--- config.mk ---
export PLATFORM = sky130hd
export DESIGN_NAME = dio_port
export DESIGN_NICKNAME = d
export VERILOG_FILES = /design/src/rtl/out_group.v /design/src/rtl/dio_port.v
export VERILOG_INCLUDE_DIRS = /design/src /design/src/rtl
export SDC_FILE = /design/constraint.sdc
export NUM_CORES = 1
export LEC_CHECK = 0
export ABC_AREA = 1
export ABC_CLOCK_PERIOD_IN_PS = 3810
export BUFFER_PORTS_ARGS = -buffer_cell sky130_fd_sc_hd__buf_2
export CAP_MARGIN = 20
export CORE_MARGIN = 4
export CORE_UTILIZATION = 52
export CTS_CLUSTER_DIAMETER = 80
export DETAILED_ROUTE_END_ITERATION = 10
export PLACE_DENSITY = 0.79
export SLEW_MARGIN = 20
export SYNTH_ARGS = -nofsm -noshare
export SYNTH_HDL_FRONTEND = slang
export SYNTH_SLANG_ARGS = --single-unit
--- constraint.sdc ---
create_clock -name clk -period 3.81 [get_ports clk]
set_clock_uncertainty 0.05 [all_clocks]
set_input_delay 0.762 -clock clk [delete_from_list [all_inputs] [get_ports clk]]
set_output_delay 0.762 -clock clk [all_outputs]
set_load 0.01 [all_outputs]
--- src/rtl/dio_consts.vh ---
// Constants for the isolated digital input and output port.
`ifndef DIO_CONSTS_VH
`define DIO_CONSTS_VH

// ****************************************************************
// Register map
// ****************************************************************
`define ADDR_W             4
`define REG_IN_DATA        4'h0
`define REG_IN_CTRL        4'h1
`define REG_RATE_DIV       4'h2
`define REG_OUT_DATA0      4'h3
`define REG_OUT_DATA1      4'h4
`define REG_OUT_STAT       4'h5
`define REG_PREPARE        4'h6

// ****************************************************************
// Field positions
// ****************************************************************
`define CTRL_RUN_BIT       0
`define STAT_ACT0_BIT      0
`define STAT_ACT1_BIT      1
`define STAT_BUSY0_BIT     2
`define STAT_BUSY1_BIT     3
`define STAT_RANGE0_BIT    4
`define STAT_RANGE1_BIT    5
`define STAT_OD0_BIT       6
`define STAT_OD1_BIT       7

// ****************************************************************
// Reset values and timing
// ****************************************************************
`define RATE_DIV_RESET     32'h0000_2710
`define SAMPLE_MAX_HZ      10000
`define CLK_HZ             100000000
`define MIN_DIV            (`CLK_HZ / `SAMPLE_MAX_HZ)
`define SWITCH_TIME_NS     165000
`define CLK_PERIOD_NS      10
`define SWITCH_CYCLES      ((`SWITCH_TIME_NS + `CLK_PERIOD_NS - 1) / `CLK_PERIOD_NS)
`define OUT_INIT_VALUE     8'h00

`endif

--- src/rtl/out_group.v ---
// One eight-bit isolated output group with its driver control.
`timescale 1ns/1ns
`include "dio_consts.vh"

module out_group #(
  parameter WIDTH       = 8,
  parameter HOLD_CYCLES = `SWITCH_CYCLES
) (
  input  wire             clk,
  input  wire             nrst,
  input  wire             wr,
  input  wire [WIDTH-1:0] wdata,
  input  wire             activate,
  input  wire             open_drain,
  output reg  [WIDTH-1:0] value,
  output reg              active,
  output wire             busy,
  output reg  [WIDTH-1:0] high_on,
  output reg  [WIDTH-1:0] low_on
);

  reg  [17:0]      hold;
  reg              pend;
  reg  [WIDTH-1:0] pend_val;
  wire             upd;
  wire [WIDTH-1:0] new_val;

  assign busy    = (hold != 18'h00000);
  // A write during the switching time is kept and applied once it ends.
  assign upd     = !busy && (wr || pend || (activate && !active));
  assign new_val = wr ? wdata : (pend ? pend_val : `OUT_INIT_VALUE);

  always @(posedge clk) begin
    if (!nrst) begin
      value    <= `OUT_INIT_VALUE;
      active   <= 1'b0;
      pend     <= 1'b0;
      pend_val <= `OUT_INIT_VALUE;
      hold     <= 18'h00000;
      high_on  <= {WIDTH{1'b0}};
      low_on   <= {WIDTH{1'b0}};
    end else begin
      if (busy) begin
        hold <= hold - 18'h00001;
        if (wr) begin
          pend     <= 1'b1;
          pend_val <= wdata;
        end
      end
      if (upd) begin
        value   <= new_val;
        active  <= 1'b1;
        pend    <= 1'b0;
        hold    <= HOLD_CYCLES[17:0];
        // High and low switches go straight from their old state to the new value; in open drain the high switch stays off.
        high_on <= open_drain ? {WIDTH{1'b0}} : new_val;
        low_on  <= ~new_val;
      end else if (active) begin
        high_on <= open_drain ? {WIDTH{1'b0}} : value;
        low_on  <= ~value;
      end
    end
  end

endmodule

--- src/rtl/dio_port.v ---
// Sampled digital input port and strapped digital output port.
`timescale 1ns/1ns
`include "dio_consts.vh"

module dio_port #(
  parameter GROUPS   = 2,
  parameter GW       = 8,
  parameter RATE_DIV = `RATE_DIV_RESET,
  parameter HOLD     = `SWITCH_CYCLES
) (
  input  wire                 clk,
  input  wire                 nrst,
  input  wire [`ADDR_W-1:0]   addr,
  input  wire [31:0]          wdata,
  input  wire                 wr,
  input  wire                 rd,
  output reg  [31:0]          rdata,
  input  wire [GROUPS*GW-1:0] din,
  input  wire [GROUPS-1:0]    range_strap_n,
  input  wire [GROUPS-1:0]    driver_type_select,
  output wire [GROUPS-1:0]    range_low,
  output wire [GROUPS*GW-1:0] dout,
  output wire [GROUPS*GW-1:0] dout_oe_n,
  output wire [GROUPS*GW-1:0] high_side_on,
  output wire [GROUPS*GW-1:0] low_side_on,
  output reg                  sample_strobe
);

  // ****************************************************************
  // Input sampling
  // ****************************************************************
  reg  [31:0]          div;
  reg  [31:0]          cnt;
  reg                  run;
  reg  [GROUPS*GW-1:0] catch;
  reg  [GROUPS*GW-1:0] sample;
  reg  [GROUPS-1:0]    range_q;
  wire                 tick;
  wire [31:0]          div_eff;

  // Rates above the maximum are clamped rather than refused.
  assign div_eff = (div < `MIN_DIV) ? `MIN_DIV : div;
  assign tick    = run && (cnt >= div_eff - 32'h1);
  // A strap tied to the group ground reads low; open reads high range.
  assign range_low = range_q;

  always @(posedge clk) begin
    if (!nrst) begin
      cnt           <= 32'h0;
      catch         <= {GROUPS*GW{1'b0}};
      sample        <= {GROUPS*GW{1'b0}};
      sample_strobe <= 1'b0;
      range_q       <= {GROUPS{1'b0}};
    end else begin
      range_q       <= ~range_strap_n;
      sample_strobe <= tick;
      if (tick) begin
        cnt    <= 32'h0;
        sample <= catch | din;
        catch  <= {GROUPS*GW{1'b0}};
      end else begin
        cnt   <= run ? cnt + 32'h1 : 32'h0;
        catch <= catch | din;
      end
    end
  end

  // ****************************************************************
  // Output groups
  // ****************************************************************
  reg              prep;
  wire [GROUPS-1:0] act;
  wire [GROUPS-1:0] busy;
  wire [GROUPS*GW-1:0] val;

  genvar g;
  generate
    for (g = 0; g < GROUPS; g = g + 1) begin : grp
      wire gwr;
      assign gwr = wr && (addr == `REG_OUT_DATA0 + g);
      out_group #(
        .WIDTH       (GW),
        .HOLD_CYCLES (HOLD)
      ) u_grp (
        .clk        (clk),
        .nrst       (nrst),
        .wr         (gwr),
        .wdata      (wdata[GW-1:0]),
        .activate   (prep),
        .open_drain (driver_type_select[g]),
        .value      (val[g*GW +: GW]),
        .active     (act[g]),
        .busy       (busy[g]),
        .high_on    (high_side_on[g*GW +: GW]),
        .low_on     (low_side_on[g*GW +: GW])
      );
      // Pin drives only where a switch is on; otherwise it floats.
      assign dout[g*GW +: GW]      = val[g*GW +: GW];
      assign dout_oe_n[g*GW +: GW] = ~(high_side_on[g*GW +: GW] | low_side_on[g*GW +: GW]);
    end
  endgenerate

  // ****************************************************************
  // Register bus
  // ****************************************************************
  always @(posedge clk) begin
    if (!nrst) begin
      div   <= RATE_DIV;
      run   <= 1'b0;
      prep  <= 1'b0;
      rdata <= 32'h0;
    end else begin
      prep <= wr && (addr == `REG_PREPARE);
      if (wr && addr == `REG_IN_CTRL) begin
        run <= wdata[`CTRL_RUN_BIT];
      end
      if (wr && addr == `REG_RATE_DIV) begin
        div <= wdata;
      end
      rdata <= 32'h0;
      if (rd) begin
        case (addr)
          `REG_IN_DATA:   rdata <= {{(32-GROUPS*GW){1'b0}}, sample};
          `REG_IN_CTRL:   rdata <= {31'h0, run};
          `REG_RATE_DIV:  rdata <= div;
          `REG_OUT_DATA0: rdata <= {24'h0, val[GW-1:0]};
          `REG_OUT_DATA1: rdata <= {24'h0, val[2*GW-1:GW]};
          `REG_OUT_STAT:  rdata <= {24'h0, driver_type_select, range_q, busy, act};
          default:        rdata <= 32'h0;
        endcase
      end
    end
  end

endmodule

==> summary.txt <==
Critical path
  • Cells along the critical path: nor2_1 > nand3_1 > nand3_2 > nand3_4 > buf_6 > nand2_2 > nor3_4 > nand2_1 > nor2_2 > nand2_1 > nand2_1 > nand2_1 > ha_1 > nand2_1 > nor2_2 > nand4_1 > nor4_2 > nand2_1 > nand2_2 > nand2_4 > buf_4 > nand3_1 > nand2_1
  • Crit path launch type: flip-flop
  • R2r worst-path depth: 23
  • Arr. time, crit path: 4.02 ns
  • Reg-to-reg endpoint: sample[14]
  • Reg-to-Reg Start: div[4]
  • Cell mode on critical path: nand2_1
  • Slowest stage cell, crit path: dfxtp_1
  • Worst Path Max Fanout: 6
  • Biggest cell delay along the critical path: 0.37 ns
  • R2R setup slack: 0.17 ns
  • Setup CP Type: flip-flop to flip-flop
  • Critical Path RT: 4.19 ns
  • Critical path endpoint category: flip-flop

Final layout
  • Post-route insts no fill: 2041
  • Area of the multi-input gates: 0.005788 mm^2
  • Design area: 0.01363 mm^2
  • Layout Nets: 1843
  • Synth-to-layout area growth: 21.05%
  • Layout cells sized above 1: 0.1852
  • Register area: 0.004753 mm^2
  • Final core utilization: 0.6445
  • ANT cells: 0
  • Fillers: 1862

Min path
  • Hold crit path type: primary input to flip-flop
  • Hold Startpoint: range_strap_n[0]
  • WHS Path Cells: 2
  • Hold endpoint: range_low[0]

Yosys
  • Count leader, synth: nand2_1
  • Cell taking the most area after synthesis: dfxtp_1
  • Most frequent cells after synthesis: nand2_1, dfxtp_1, nor2_1, inv_1, a21oi_1
  • #FFs+latches synth: 237
  • Synth Area per Inst: 7.187 um^2
  • EDFF count, synth: 0
  • Post-synth top flop: dfxtp_1
  • Mapped cell area: 0.01126 mm^2
  • Synth top area share: 0.4213
  • Warnings from Yosys: 0
  • Ys async rst share: 0
  • Net Count, Synth: 1663
  • Top area cells in the synthesized netlist: dfxtp_1, nand2_1, nor2_1, inv_1, a21oi_1
  • Netlist cell types: 47
  • Mapped Cells: 1567
  • Seq/Total Area, Yosys: 0.4213

Global route
  • Antenna violations before repair: 0
  • Vias in the first global route: 10230
  • Largest net degree at the start of global routing: 78
  • Global-route wire length before repair: 51.46 mm
  • Gr usage total: 0.2576
  • Grt total ovfl: 0

Pwr
  • IR drop worst, VDD: 0.3546 mV
  • Power Density: 507.8 mW/mm^2
  • Sw Pwr: 0.002143 W
  • Comb power frac: 0.227
  • Sw Share: 0.3095
  • Internal power: 0.004781 W
  • Leakage power: 6.109 nW
  • Clock power share: 0.362
  • Reg power frac: 0.410
  • Tot Pwr: 0.006923 W

Timing
  • Slew Viols, Final: 0
  • Final hold viol count: 0
  • Tmin final: 3.644 ns
  • Setup violators final: 0
  • Fin worst setup slack: 0.1660 ns
  • Worst slew pin tran: 0.8404 ns
  • Fmax: 274.4 MHz
  • Period utilization: 0.9564
  • Max_slew headroom: 0.4390

Run
  • MaxCap Viol Count: 0

Outcome
  • Status: completed

Placement
  • Hpwl dp: 23.64 mm
  • Cell total after placement: 1979
  • Place WS: 0.03027 ns
  • Post-DP Area: 0.01242 mm^2
  • Port Buf Inserts: 158
  • Gp weighted congestion: 0.9535

Routing
  • Final ANT Viol Nets: 0
  • DR iter-0 viols: 794
  • First-pass iteration count of the detailed router: 6
  • Via count: 11050
  • Wire per inst: 15.89 um
  • Final WL: 32.43 mm
  • Via density: 5.412
  • DRC violations left: 0

CTS
  • H-tree depth: 1
  • Clk root buf: clkbuf_16
  • CTS Sinks: 237
  • Clk buf depth: 3
  • Clk slew on worst S/H paths: 0.06 ns
  • CTS tree: yes
  • Skew-Pair Late Insertion Delay: 0.53 ns
  • Clock buffer count from CTS: 25

Floorplanning
  • Die Ht: 155.2 um
  • Starting density of the core: 0.5324
  • Die W: 155.2 um
  • Core area: 0.02115 mm^2
  • I/O Pins: 159
  • Row count: 53
  • DIE AREA: 0.02408 mm^2
==> power by group through the flow <==
| stage | registers [W] | logic [W] | clock network [W] |
|---|---|---|---|
| 2_1_floorplan | 0.00286 | 0.00119 | 0 |
| 3_3_place_gp | 0.00288 | 0.00149 | 0 |
| 3_5_place_dp | 0.00288 | 0.00152 | 0 |
| 4_1_cts | 0.00284 | 0.00153 | 0.00254 |
| 5_1_grt | 0.00287 | 0.00178 | 0.00265 |
| 6_report | 0.00284 | 0.00157 | 0.00251 |
==> flip-flops by register name, summed over array words and instances (netlist names), 2 cells and up <==
register	count
grp.u_grp.active	2
grp.u_grp.pend_val	16
grp.u_grp.value	16
rdata	32
sample	16
grp.u_grp.low_on	16
grp.u_grp.hold	36
cnt	32
grp.u_grp.pend	2
range_low	2
grp.u_grp.high_on	16
div	32
catch	16
==> layout by cell type, fill, tap and decap left out, types with 5 or more instances in the layout <==
| cell | instances |
|---|---|
| a21oi_1 | 121 |
| a31oi_1 | 17 |
| and2_1 | 14 |
| buf_2 | 157 |
| buf_4 | 41 |
| buf_6 | 7 |
| clkbuf_1 | 6 |
| clkbuf_16 | 25 |
| clkbuf_8 | 5 |
| clkinv_2 | 5 |
| dfxtp_1 | 232 |
| ha_1 | 35 |
| inv_1 | 177 |
| inv_2 | 8 |
| nand2_1 | 281 |
| nand2_2 | 7 |
| nand2_4 | 6 |
| nand3_1 | 95 |
| nand4_1 | 34 |
| nor2_1 | 194 |
| nor2_2 | 20 |
| nor2_4 | 12 |
| nor3_1 | 48 |
| nor3b_1 | 5 |
| o211ai_1 | 7 |
| o21ai_0 | 89 |
| o21ai_1 | 11 |
| o22ai_1 | 5 |
| or2_2 | 5 |
| xnor2_1 | 10 |
| xor2_1 | 41 |
==> stage by stage <==
| stage | TNS [ns] | hold slack, ns |
|---|---|---|
| 2_1_floorplan | 0 | 0.3797 |
| 3_3_place_gp | 0 | 0.3930 |
| 3_5_place_dp | 0 | 0.4009 |
| 4_1_cts | 0 | 0.3141 |
| 5_1_grt | -1.310 | 0.3181 |
| 6_report | 0 | 0.3269 |
==> worst max-delay path, delay by kind of cell, from the launching register on <==
family	cells	cell delay (ns)
simple gates	20	2.44
flops	1	0.37
buf+inv	2	0.34
fa+ha+maj	1	0.31
==> area by class of cell <==
| class | instances | area share |
|---|---|---|
| repair buffers | 206 | 0.08746 |
| well taps | 275 | 0.02524 |
| flip-flops and latches | 237 | 0.3487 |
| clock buffers | 36 | 0.05259 |
| clock inverters | 10 | 0.009912 |
| multi-input cells | 1090 | 0.4246 |
| inverters | 187 | 0.05158 |
==> worst max-delay path by stage <==
stage                 start          to  slack [ns]  depth (start not counted)
floorplan           div[21]   catch[10]        0.15                         25
global placement    div[29]    catch[4]        0.09                         21
detailed placement  div[11]  sample[10]        0.03                         24
finish               div[4]  sample[14]        0.17                         23
CTS                 div[11]   sample[8]        0.01                         24
global route        div[29]   sample[8]       -0.06                         25
==> cells by family after synthesis <==
logic type,after synthesis,synth area share
flip-flops,237,0.4213
AND/OR/NAND/NOR,736,0.2881
XOR/XNOR,51,0.03966
buffers and inverters,240,0.08321
adder cells (fa/ha/maj),36,0.04000
AO/OA/AOI/OAI,267,0.1278
==> routing by layer <==
layer | share of wire | vias to the layer above | routed length, um | track usage
met5 | 0 | - | 0 | 0
met4 | 0.033 | 0 | 1055 | 0.08452
met3 | 0.072 | 78 | 2328 | 0.03644
met2 | 0.47 | 428 | 15360 | 0.4324
met1 | 0.42 | 5057 | 13680 | 0.3428
li1 | - | 5483 | - | -
==> timing repair <==
item | 4_1_cts | 5_1_grt
gates resized for setup | 0 | 76
setup endpoints to repair | 0 | 65
setup buffers | 0 | 13
hold buffers | 0 | 0
(Power assumes the default switching activity.)
